<file path="src/pkg/dng_pkg.sv">
// Shared constants and types for the playback noise gate.
// Assumes a 100 MHz system clock and 24-bit two's-complement stereo samples.
package dng_pkg;

    // ****************************************
    // Register map
    // ****************************************
    localparam logic [7:0] DNG_ADDR_CTRL    = 8'h9C;
    localparam logic [7:0] DNG_ADDR_TIMING  = 8'h9D;
    localparam logic [7:0] DNG_ADDR_RELEASE = 8'h9E;
    localparam logic [7:0] DNG_ADDR_ENGAGE  = 8'h9F;

    localparam int DNG_BIT_GATE_ON   = 7;
    localparam int DNG_BIT_MUTE_SPD  = 3;
    localparam int DNG_BIT_UNMUTE_SPD = 2;
    localparam int DNG_HOLD_LSB      = 0;
    localparam int DNG_LEVEL_LSB     = 0;

    localparam logic       DNG_RST_GATE_ON = 1'h0;
    localparam logic [3:0] DNG_RST_TIMING  = 4'h0;
    localparam logic [2:0] DNG_RST_LEVEL   = 3'h0;

    // ****************************************
    // Levels and timing
    // ****************************************
    // Code 0 (-102 dBFS) is about 2^6 of a 2^23 full scale; each 6 dB step is one bit
    localparam logic [23:0] DNG_LEVEL_BASE = 24'h000040;
    localparam logic [11:0] DNG_HOLD_BASE  = 12'h100;
    // Attenuation at which the output is held at zero
    localparam logic [6:0]  DNG_MUTE_DB    = 7'h6C;

    localparam int DNG_CLK_NS          = 10;
    localparam int DNG_MUTE_FAST_NS    = 880000;
    localparam int DNG_MUTE_SLOW_NS    = 14080000;
    localparam int DNG_UNMUTE_SLOW_NS  = 220000;
    localparam int DNG_UNMUTE_FAST_NS  = 13800;
    localparam int DNG_MUTE_FAST_CYC   = DNG_MUTE_FAST_NS / DNG_CLK_NS;
    localparam int DNG_MUTE_SLOW_CYC   = DNG_MUTE_SLOW_NS / DNG_CLK_NS;
    localparam int DNG_UNMUTE_SLOW_CYC = DNG_UNMUTE_SLOW_NS / DNG_CLK_NS;
    localparam int DNG_UNMUTE_FAST_CYC = DNG_UNMUTE_FAST_NS / DNG_CLK_NS;

    // Fraction of one 6 dB step, 1 dB per entry, Q8
    localparam logic [8:0] DNG_FRAC_Q8_0 = 9'h100;
    localparam logic [8:0] DNG_FRAC_Q8_1 = 9'h0E4;
    localparam logic [8:0] DNG_FRAC_Q8_2 = 9'h0CB;
    localparam logic [8:0] DNG_FRAC_Q8_3 = 9'h0B5;
    localparam logic [8:0] DNG_FRAC_Q8_4 = 9'h0A2;
    localparam logic [8:0] DNG_FRAC_Q8_5 = 9'h090;

    typedef struct packed {
        logic [23:0] left;
        logic [23:0] right;
    } dng_stereo_t;

    typedef enum logic [3:0] {
        DNG_OPEN    = 4'h1,
        DNG_FADE_DN = 4'h2,
        DNG_MUTED   = 4'h4,
        DNG_FADE_UP = 4'h8
    } dng_state_t;

endpackage

</file>
<file path="src/hw/dng_gate.sv">
// Noise gate on the stereo playback stream, between filter chain and DAC.
// Assumes samples arrive on clk with a one-cycle valid strobe, register port on clk.
`timescale 1ns/1ps
module dng_gate
    import dng_pkg::*;
#(
    parameter int unsigned MUTE_FAST_CYC   = DNG_MUTE_FAST_CYC,
    parameter int unsigned MUTE_SLOW_CYC   = DNG_MUTE_SLOW_CYC,
    parameter int unsigned UNMUTE_SLOW_CYC = DNG_UNMUTE_SLOW_CYC
)
(
    input  wire logic        clk,
    input  wire logic        sys_rst,
    input  wire logic [7:0]  reg_addr,
    input  wire logic        reg_wr,
    input  wire logic        reg_rd,
    input  wire logic [7:0]  reg_wdata,
    output      logic [7:0]  reg_rdata,
    input  wire logic        in_valid,
    input  wire dng_stereo_t in_data,
    output      logic        out_valid,
    output      dng_stereo_t out_data,
    output      logic        gate_muted
);

    // ****************************************
    // Helpers
    // ****************************************
    function automatic logic [23:0] level_of(input logic [2:0] code);
        level_of = DNG_LEVEL_BASE << code;
    endfunction

    function automatic logic [23:0] mag_of(input logic [23:0] s);
        mag_of = s[23] ? 24'(~s + 24'h000001) : s;
    endfunction

    function automatic logic [23:0] attenuate(input logic [23:0] s, input logic [6:0] att);
        logic [6:0]         whole;
        logic [6:0]         part;
        logic [8:0]         q;
        logic signed [33:0] prod;
        whole = att / 7'h06;
        part  = att - 7'(whole * 7'h06);
        case (part)
            7'h00:   q = DNG_FRAC_Q8_0;
            7'h01:   q = DNG_FRAC_Q8_1;
            7'h02:   q = DNG_FRAC_Q8_2;
            7'h03:   q = DNG_FRAC_Q8_3;
            7'h04:   q = DNG_FRAC_Q8_4;
            default: q = DNG_FRAC_Q8_5;
        endcase
        prod = 34'($signed(s)) * 34'($signed({1'b0, q}));
        prod = prod >>> (whole + 7'h08);
        attenuate = (att >= DNG_MUTE_DB) ? 24'h000000 : prod[23:0];
    endfunction

    // ****************************************
    // Registers
    // ****************************************
    logic       gate_on_r;
    logic [3:0] timing_r;
    logic [2:0] release_level_r;
    logic [2:0] engage_level_r;
    logic [7:0] rdata_r;

    wire logic hit_ctrl    = reg_addr == DNG_ADDR_CTRL;
    wire logic hit_timing  = reg_addr == DNG_ADDR_TIMING;
    wire logic hit_release = reg_addr == DNG_ADDR_RELEASE;
    wire logic hit_engage  = reg_addr == DNG_ADDR_ENGAGE;

    wire logic       silence_gate_on   = gate_on_r;
    wire logic       mute_fade_speed   = timing_r[DNG_BIT_MUTE_SPD];
    wire logic       unmute_fade_speed = timing_r[DNG_BIT_UNMUTE_SPD];
    wire logic [1:0] quiet_hold_length = timing_r[DNG_HOLD_LSB +: 2];

    // Reserved bits read as zero
    wire logic [7:0] rdata_nxt =
        hit_ctrl    ? {gate_on_r, 7'h00} :
        hit_timing  ? {4'h0, timing_r} :
        hit_release ? {5'h00, release_level_r} :
        hit_engage  ? {5'h00, engage_level_r} : 8'h00;

    always_ff @(posedge clk or posedge sys_rst)
    begin
        if (sys_rst)
        begin
            gate_on_r       <= DNG_RST_GATE_ON;
            timing_r        <= DNG_RST_TIMING;
            release_level_r <= DNG_RST_LEVEL;
            engage_level_r  <= DNG_RST_LEVEL;
            rdata_r         <= 8'h00;
        end
        else
        begin
            if (reg_wr && hit_ctrl)
                gate_on_r <= reg_wdata[DNG_BIT_GATE_ON];
            if (reg_wr && hit_timing)
                timing_r <= reg_wdata[3:0];
            if (reg_wr && hit_release)
                release_level_r <= reg_wdata[DNG_LEVEL_LSB +: 3];
            if (reg_wr && hit_engage)
                engage_level_r <= reg_wdata[DNG_LEVEL_LSB +: 3];
            if (reg_rd)
                rdata_r <= rdata_nxt;
        end
    end

    // ****************************************
    // Level detection
    // ****************************************
    wire logic [23:0] mag_l     = mag_of(in_data.left);
    wire logic [23:0] mag_r     = mag_of(in_data.right);
    wire logic [23:0] mag_max   = (mag_l > mag_r) ? mag_l : mag_r;
    wire logic [23:0] engage_lv = level_of(engage_level_r);
    wire logic [23:0] release_lv = level_of(release_level_r);
    wire logic        quiet     = in_valid && (mag_max < engage_lv);
    wire logic        loud      = in_valid && (mag_max >= engage_lv);
    wire logic        rel_hit   = in_valid && (mag_max > release_lv);

    wire logic [11:0] hold_len  = DNG_HOLD_BASE << quiet_hold_length;
    wire logic [10:0] hold_last = 11'(hold_len - 12'h001);

    // Both mute periods and the slow unmute exceed 4096 cycles, so they come in as parameters
    wire logic [20:0] dn_period = mute_fade_speed ? 21'(MUTE_SLOW_CYC)
                                                  : 21'(MUTE_FAST_CYC);
    wire logic [20:0] up_period = unmute_fade_speed ? 21'(DNG_UNMUTE_FAST_CYC)
                                                    : 21'(UNMUTE_SLOW_CYC);

    // ****************************************
    // Gate state machine
    // ****************************************
    dng_state_t  st_r;
    dng_state_t  st_nxt;
    logic [10:0] quiet_cnt_r;
    logic [10:0] quiet_cnt_nxt;
    logic [20:0] step_cnt_r;
    logic [20:0] step_cnt_nxt;
    logic [6:0]  att_r;
    logic [6:0]  att_nxt;

    wire logic [20:0] period   = (st_r == DNG_FADE_DN) ? dn_period : up_period;
    wire logic        step     = step_cnt_r >= 21'(period - 21'h000001);
    wire logic        fading   = (st_r == DNG_FADE_DN) || (st_r == DNG_FADE_UP);
    wire logic        hold_end = quiet && (quiet_cnt_r == hold_last);

    always_comb
    begin
        st_nxt = st_r;
        case (st_r)
            DNG_OPEN:    if (hold_end) st_nxt = DNG_FADE_DN;
            DNG_FADE_DN: if (rel_hit) st_nxt = DNG_FADE_UP;
                         else if (step && att_r == 7'(DNG_MUTE_DB - 7'h01))
                             st_nxt = DNG_MUTED;
            DNG_MUTED:   if (rel_hit) st_nxt = DNG_FADE_UP;
            DNG_FADE_UP: if (att_r == 7'h00 || (step && att_r == 7'h01))
                             st_nxt = DNG_OPEN;
            default:     st_nxt = DNG_OPEN;
        endcase
        if (!silence_gate_on)
            st_nxt = DNG_OPEN;
    end

    always_comb
    begin
        quiet_cnt_nxt = quiet_cnt_r;
        if (!silence_gate_on || st_r != DNG_OPEN || loud || hold_end)
            quiet_cnt_nxt = 11'h000;
        else if (quiet)
            quiet_cnt_nxt = 11'(quiet_cnt_r + 11'h001);
    end

    // Step only while the state stays put, so a release never takes a stray dB
    always_comb
    begin
        att_nxt      = att_r;
        step_cnt_nxt = 21'h000000;
        if (!silence_gate_on)
            att_nxt = 7'h00;
        else if (fading && st_nxt == st_r)
        begin
            step_cnt_nxt = step ? 21'h000000 : 21'(step_cnt_r + 21'h000001);
            if (step && st_r == DNG_FADE_DN)
                att_nxt = 7'(att_r + 7'h01);
            else if (step && att_r != 7'h00)
                att_nxt = 7'(att_r - 7'h01);
        end
        else if (st_nxt == DNG_MUTED)
            att_nxt = DNG_MUTE_DB;
        else if (st_nxt == DNG_OPEN)
            att_nxt = 7'h00;
    end

    always_ff @(posedge clk or posedge sys_rst)
    begin
        if (sys_rst)
        begin
            st_r        <= DNG_OPEN;
            quiet_cnt_r <= 11'h000;
            step_cnt_r  <= 21'h000000;
            att_r       <= 7'h00;
        end
        else
        begin
            st_r        <= st_nxt;
            quiet_cnt_r <= quiet_cnt_nxt;
            step_cnt_r  <= step_cnt_nxt;
            att_r       <= att_nxt;
        end
    end

    // ****************************************
    // Sample path
    // ****************************************
    logic        out_valid_r;
    dng_stereo_t out_data_r;
    logic        muted_r;

    wire dng_stereo_t gated = '{left:  attenuate(in_data.left, att_r),
                                right: attenuate(in_data.right, att_r)};
    wire dng_stereo_t out_nxt = silence_gate_on ? gated : in_data;

    always_ff @(posedge clk or posedge sys_rst)
    begin
        if (sys_rst)
        begin
            out_valid_r <= 1'b0;
            out_data_r  <= '0;
            muted_r     <= 1'b0;
        end
        else
        begin
            out_valid_r <= in_valid;
            if (in_valid)
                out_data_r <= out_nxt;
            muted_r <= st_nxt == DNG_MUTED;
        end
    end

    assign reg_rdata  = rdata_r;
    assign out_valid  = out_valid_r;
    assign out_data   = out_data_r;
    assign gate_muted = muted_r;
endmodule

</file>
<file path="config.mk">
export PLATFORM = sky130hd
export DESIGN_NAME = dng_gate
export DESIGN_NICKNAME = d
export VERILOG_FILES = /design/src/pkg/dng_pkg.sv /design/src/hw/dng_gate.sv
export SDC_FILE = /design/constraint.sdc
export NUM_CORES = 1
export LEC_CHECK = 0
export BUFFER_PORTS_ARGS = -buffer_cell sky130_fd_sc_hd__buf_4
export CAP_MARGIN = 40
export CORE_UTILIZATION = 59
export CTS_CLUSTER_DIAMETER = 200
export DETAILED_ROUTE_END_ITERATION = 10
export PLACE_DENSITY = 0.8
export SYNTH_ARGS = -nofsm -noshare
export SYNTH_HDL_FRONTEND = slang
export SYNTH_SLANG_ARGS = --single-unit
</file>
<file path="constraint.sdc">
create_clock -name clk -period 11.9 [get_ports clk]
set_clock_uncertainty 0.2 [all_clocks]
set_input_delay 2.975 -clock clk [delete_from_list [all_inputs] [get_ports clk]]
set_output_delay 2.975 -clock clk [all_outputs]
set_load 0.005 [all_outputs]
</file>
; Word-level counts from Yosys, hierarchy flattened
; Cells that the tools add are included.
[word_totals]
reg_bits = 112
wordCells = 117
input_bits = 69
out_inout_bits = 58
[op_classes]
n_reduce_logical = 24
n_mux = 32
eq_ne = 21
n_lt_le_gt_ge = 6
n_mul = 3
addsub = 10
n_div = 1
shift = 5
n_bitwise = 2
[ops]
columns = cell, count
row1 = 24-bit two-way mux, 5
row2 = 21-bit two-way mux, 5
row3 = 24-bit by 10-bit multiplier with 34-bit output, 2
row4 = 34-bit by 7-bit >>> shifter with 24-bit output, 2
row5 = 24-bit by 1-bit adder with 24-bit output (second input constant), 2
row6 = 24-bit > comparator, 2
row7 = 48-bit two-way mux, 1
row8 = 24-bit NOT, 2
row9 = 7-bit by 3-bit << shifter with 24-bit output (first input constant), 2
row10 = 9-bit one-hot mux with 5 select lines, 1
row11 = 7-bit two-way mux, 6
row12 = 8-bit equality test (second input constant), 4
row13 = 4-bit two-way mux, 7
row14 = 24-bit >= comparator, 1
row15 = 24-bit less-than comparator, 1
row16 = 11-bit two-way mux, 2
row17 = 21-bit by 1-bit adder with 21-bit output (second input constant), 1
row18 = 21-bit >= comparator, 1
row19 = 21-bit by 1-bit subtractor with 21-bit output (second input constant), 1
row20 = 4-bit one-hot mux with 4 select lines, 1
row21 = 15-bit two-way mux, 1
row22 = 7-bit by 1-bit equality test with 1-bit output (second input constant), 2
row23 = 7-bit by 2-bit equality test with 1-bit output (second input constant), 2
row24 = 7-bit logical NOT, 2
row25 = other kinds (28), 48

; Logic depth before layout (Yosys ltp)
[depth]
word_depth = 16
depth_mapped = 52
ltp_nobuf = 44

; Least setup slack after synthesis
; Ideal clock, no wire load.
[synth_timing]
path_type = register to register
start = register att_r[0]
end = register out_data_r, in the netlist out_data[28]
setup_time_ns = 0.120
path_stages_with_launch = 50
t_arrival_ns = 12.470
path_buffers = 8
slack_ns = -0.890
synth_period_minus_slack_ns = 12.790
t_required_ns = 11.580
cell_sequence = dfrtp_1 > clkbuf_1 > clkinv_1 > ha_1 > or3_1 > o221ai_1 > o211ai_1 > nor3_1 > inv_1 > clkbuf_1 > clkbuf_1 > clkbuf_1 > ha_1 > maj3_1 > a21oi_1 > xnor2_1 > ha_1 > or3_1 > (+14 left out) > fa_1 > inv_1 > fa_1 > inv_1 > ha_1 > clkbuf_1 > a211o_1 > a21o_1 > or3b_2 > o21ai_0 > o211ai_1 > xnor2_1 > xor2_1 > clkbuf_1 > a211o_1 > o211a_1 > a2111o_1 > o211a_1
[synth_between]
elab_chain_len = 9
elab_cells_between_ends = 15
classes_between = 2 x add/sub / 2 x mul / 1 x div / 1 x order compare / 4 x eq/ne / 1 x shift / 3 x mux / 1 x reduce/logical
[synth_lines]
columns = element, line
row1 = "start, declared", dng_gate.sv:138  ; logic [6:0] att_r;
row2 = "start signal, assigned", dng_gate.sv:207  ; att_r <= att_nxt;
row3 = 7-bit by 3-bit divider with 7-bit output, dng_gate.sv:42  ; whole = att / 7'h06;
row4 = 7-bit by 2-bit multiplier with 6-bit output, dng_gate.sv:43  ; part = att - 7'(whole * 7'h06);
row5 = 7-bit subtractor, dng_gate.sv:43
row6 = "7-bit by 3-bit equality test with 1-bit output, or another cell as far along", dng_gate.sv:44  ; case (part)
row7 = 9-bit one-hot mux with 5 select lines, dng_gate.sv:44
row8 = 24-bit by 10-bit multiplier with 34-bit output, dng_gate.sv:52  ; prod = 34'($signed(s)) * 34'($signed({1'b0, q}));
row9 = 34-bit by 7-bit >>> shifter with 24-bit output, dng_gate.sv:53  ; prod = prod >>> (whole + 7'h08);
row10 = 24-bit two-way mux *, dng_gate.sv:54  ; attenuate = (att >= DNG_MUTE_DB) ? 24'h000000 : prod[23:0];
row11 = 48-bit two-way mux *, dng_gate.sv:220  ; wire dng_stereo_t out_nxt = silence_gate_on ? gated : in_data;
row12 = "end signal, assigned", dng_gate.sv:234  ; out_data_r <= out_nxt;
row13 = "end, declared", dng_gate.sv:215  ; dng_stereo_t out_data_r;
; Every way passes the cells marked *; elsewhere a longest branch is shown, timed or not.
; A chain may end at the register's enable or synchronous reset.

; Worst setup path in the final report
[layout_timing]
start = register att_r[5]
end = register out_data_r, in the netlist out_data[2]
; The elaborated chain is that of the path after synthesis.

==> results.json <==
{
  "status": "complete, no violations",
  "slowest_delay_ns": 0.59,
  "numPortBuffers": 120,
  "finalSetupViolCount": 0,
  "ant_nets": 0,
  "routedWlPerCell_um": 24.1,
  "finalHoldViolCount": 0,
  "vias": 29400,
  "hold_buffers": 0,
  "clkLatencyLatePin_ns": 0.38,
  "fin_cells": 4439,
  "endpoint_kind": "flip-flop",
  "postSynthCellCount": 3729,
  "avgSynthCellArea_sq_um": 7.95,
  "power_density_nw_per_um2": 38.4,
  "place_worst_setup_slack_ns": -0.0731,
  "required_ns": 11.98,
  "routed_wl_um": 107000,
  "hold_start": "out_data[17]$_DFFE_PP0P_",
  "synth_edf_count": 0,
  "worst_slack_ns": 0.311,
  "peakVddDrop_mv": 0.0649,
  "async_flop_share_pct": 100,
  "final_nets": 4410,
  "r2r_slack_ns": 0.31,
  "die_w_um": 226,
  "synth_warnings": 0,
  "r2r-start": "att_r[5]$_DFFE_PP0P_",
  "clock.fmax_ghz": 0.0863,
  "antenna_found_initial": 4,
  "synth_ff_type": "dfrtp_1",
  "dpl.hpwl_um": 80000,
  "die_y_um": 226,
  "r2r_end": "out_data[2]$_DFFE_PP0P_",
  "gp_congestion": 1.05,
  "slew_headroom_pct": 32.0,
  "final_cell_area_sq_um": 32200,
  "hold_end": "out_data[17]$_DFFE_PP0P_",
  "placed_cell_area_sq_um": 31500,
  "tns_ns": 0,
  "ys_ff_latch": 109,
  "timing.final.crit_share_pct": 97.4,
  "p_leak_nw": 15.5,
  "hold_depth": 1,
  "synthToLayoutAreaGrowth_pct": 8.75,
  "cts.clk_slew.worst_paths_ns": 0.08,
  "critPathSlowestCell": "xnor2_1",
  "dr.pass1.iters": 8,
  "fp.coreArea_sq_um": 49300,
  "crit_path_max_fanout": 22,
  "clock-root-buffer": "clkbuf_16",
  "grt_pass1_vias": 29000,
  "synth_cell_types": 111,
  "cts_buffers": 9,
  "hold_class": "reg -> reg",
  "path_class": "reg -> reg",
  "slew_violations": 0,
  "io_pins": 127,
  "drive_above_1_share_pct": 11.5,
  "grt_pass1_wl_um": 165000,
  "placed_cells": 4401,
  "gr-usage-all-layers_pct": 42.3,
  "drtIter0Drc": 3425,
  "route.detailed.drc": 0,
  "via_per_inst": 6.63,
  "total_power_mw": 1.24,
  "htree_levels": 3,
  "clockBufferDepth": 2,
  "overflow": 0,
  "grt_start_max_net_pins": 59,
  "initial_core_util_pct": 60.2,
  "tritoncts": "yes",
  "netlist_area_sq_um": 29700,
  "cap_violations": 0,
  "reg2regPathDepth": 46,
  "cp.arrival_ns": 11.67,
  "cts_sinks": 109,
  "startpoint_type": "flip-flop",
  "yosysSeqAreaShare_pct": 9.20,
  "die_area_sq_um": 51200,
  "finalCriticalPeriod_ns": 11.59,
  "tightest_slew_ns": 1.01,
  "fp-row-count": 81
}
[kinds of logic (layout without fill, tap and decap cells)]
kind of cell               count (synthesis)  in the layout  synth area share, %
other                                      1             11               0.0126
and+or+nand+nor                         1293           1293                 21.7
DFF                                      109            109                 9.20
adders and majority gates                578            578                 33.4
muxes                                    102            102                 3.72
buffers and inverters                    723            758                 9.47
AOI/OAI and AO/OA                        793            794                 18.6
xor gates and xnor gates                 130            130                 3.87
[registers in the layout, indices dropped and copies added, names as in the netlist]
register,cells
att_r,7
engage_level_r,3
gate_muted,1
gate_on_r,1
out_data,48
out_valid,1
quiet_cnt_r,11
reg_rdata,5
release_level_r,3
st_r,4
step_cnt_r,21
timing_r,4
[Yosys cell counts (all sizes together) (28+ instances only)]
cell type	count	area, sq um
or3	31	199
xnor2	71	629
a22oi	31	233
clkbuf	218	862
nor4	38	259
mux2	36	405
nand4	42	278
nand2b	28	175
fa	357	7150
a31oi	40	250
dfrtp	108	2700
nor2	235	882
mux2i	63	631
inv	479	1800
and3	63	394
nand3	81	405
a21oi	149	746
o211ai	46	345
o21ai	134	674
a211oi	49	368
a21o	41	309
xor2	59	517
nor2b	28	175
and2	161	1010
nor3	78	390
nand2	431	1630
ha	220	2750
[worst max-delay path: cells and delay by family (launching register included)]
kind / cells / cell delay (ns)
fa+ha+maj: 8 / 3.55
buf+inv: 9 / 1.12
compound gates: 12 / 2.54
flops: 1 / 0.50
mux: 3 / 0.65
simple gates: 12 / 2.17
xor+xnor: 2 / 0.77
[placed cells by master (no fill, tap or decap), types with 27 or more instances in the layout]
cell type  count
nor2_1       228
buf_4        245
a21o_1        40
xnor2_1       65
o21ai_0      127
ha_1         219
inv_1        475
and3_1        63
mux2_2        36
fa_1         355
and2_1       157
a22oi_1       30
o22ai_1       27
nor4_1        36
nor2b_1       27
a21oi_1      146
nand2_1      428
xor2_1        57
o211ai_1      46
a211oi_1      46
dfrtp_1      107
nand3_1       79
nand4_1       41
a31oi_1       38
mux2i_1       56
or3_1         30
nor3_1        74
[area by class of cell]
type | instances | area, sq um
Fill cell | 4276 | 17000
Inverter | 484 | 1820
Antenna cell | 7 | 17.5
Timing Repair Buffer | 259 | 2100
Tap cell | 664 | 831
Multi-Input combinational cell | 2901 | 24500
Clock buffer | 10 | 239
Sequential cell | 109 | 2730
Clock inverter | 5 | 41.3
[through the flow]
stage / utilization [%] / hold slack, ns
3_5_place_dp: 64.0 / 0.292
4_1_cts: 64.7 / 0.307
3_3_place_gp: 63.9 / 0.283
2_1_floorplan: - / 0.286
6_report: 65.5 / 0.310
5_1_grt: 65.4 / 0.335
[timing repair]
item	in CTS	in global routing
pin swaps	1	7
buffers inserted	1	13
gates cloned	1	1
setup endpoints to repair	24	48
resized for setup	5	59
[report_power, final]
group	internal, mW	switching (mW)	leakage, nW
clock	0.150	0.154	0.137
combinational	0.196	0.333	13.9
sequential	0.388	0.0174	1.42
total	0.734	0.504	15.5
[how the worst max path moves through the flow]
stage,start,to,slack [ns],depth (start not counted)
2_1_floorplan,att_r[0]$_DFFE_PP0P_,out_data[28]$_DFFE_PP0P_,0.05,49
3_3_place_gp,att_r[5]$_DFFE_PP0P_,out_data[0]$_DFFE_PP0P_,-0.005,43
3_5_place_dp,att_r[5]$_DFFE_PP0P_,out_data[42]$_DFFE_PP0P_,-0.07,45
4_1_cts,att_r[5]$_DFFE_PP0P_,out_data[42]$_DFFE_PP0P_,0.02,44
5_1_grt,att_r[0]$_DFFE_PP0P_,out_data[23]$_DFFE_PP0P_,-0.07,42
6_report,att_r[5]$_DFFE_PP0P_,out_data[2]$_DFFE_PP0P_,0.31,46
[metal layers]
metal,part of all wire (%),global-route usage (%),vias up
met2,44,64.6,1865
li1,-,-,12800
met3,12,12.2,429
met1,38,54.0,14300
met4,6.4,22.8,6
met5,0.071,0.782,-
No activity file was read; power rests on OpenSTA's default activity.
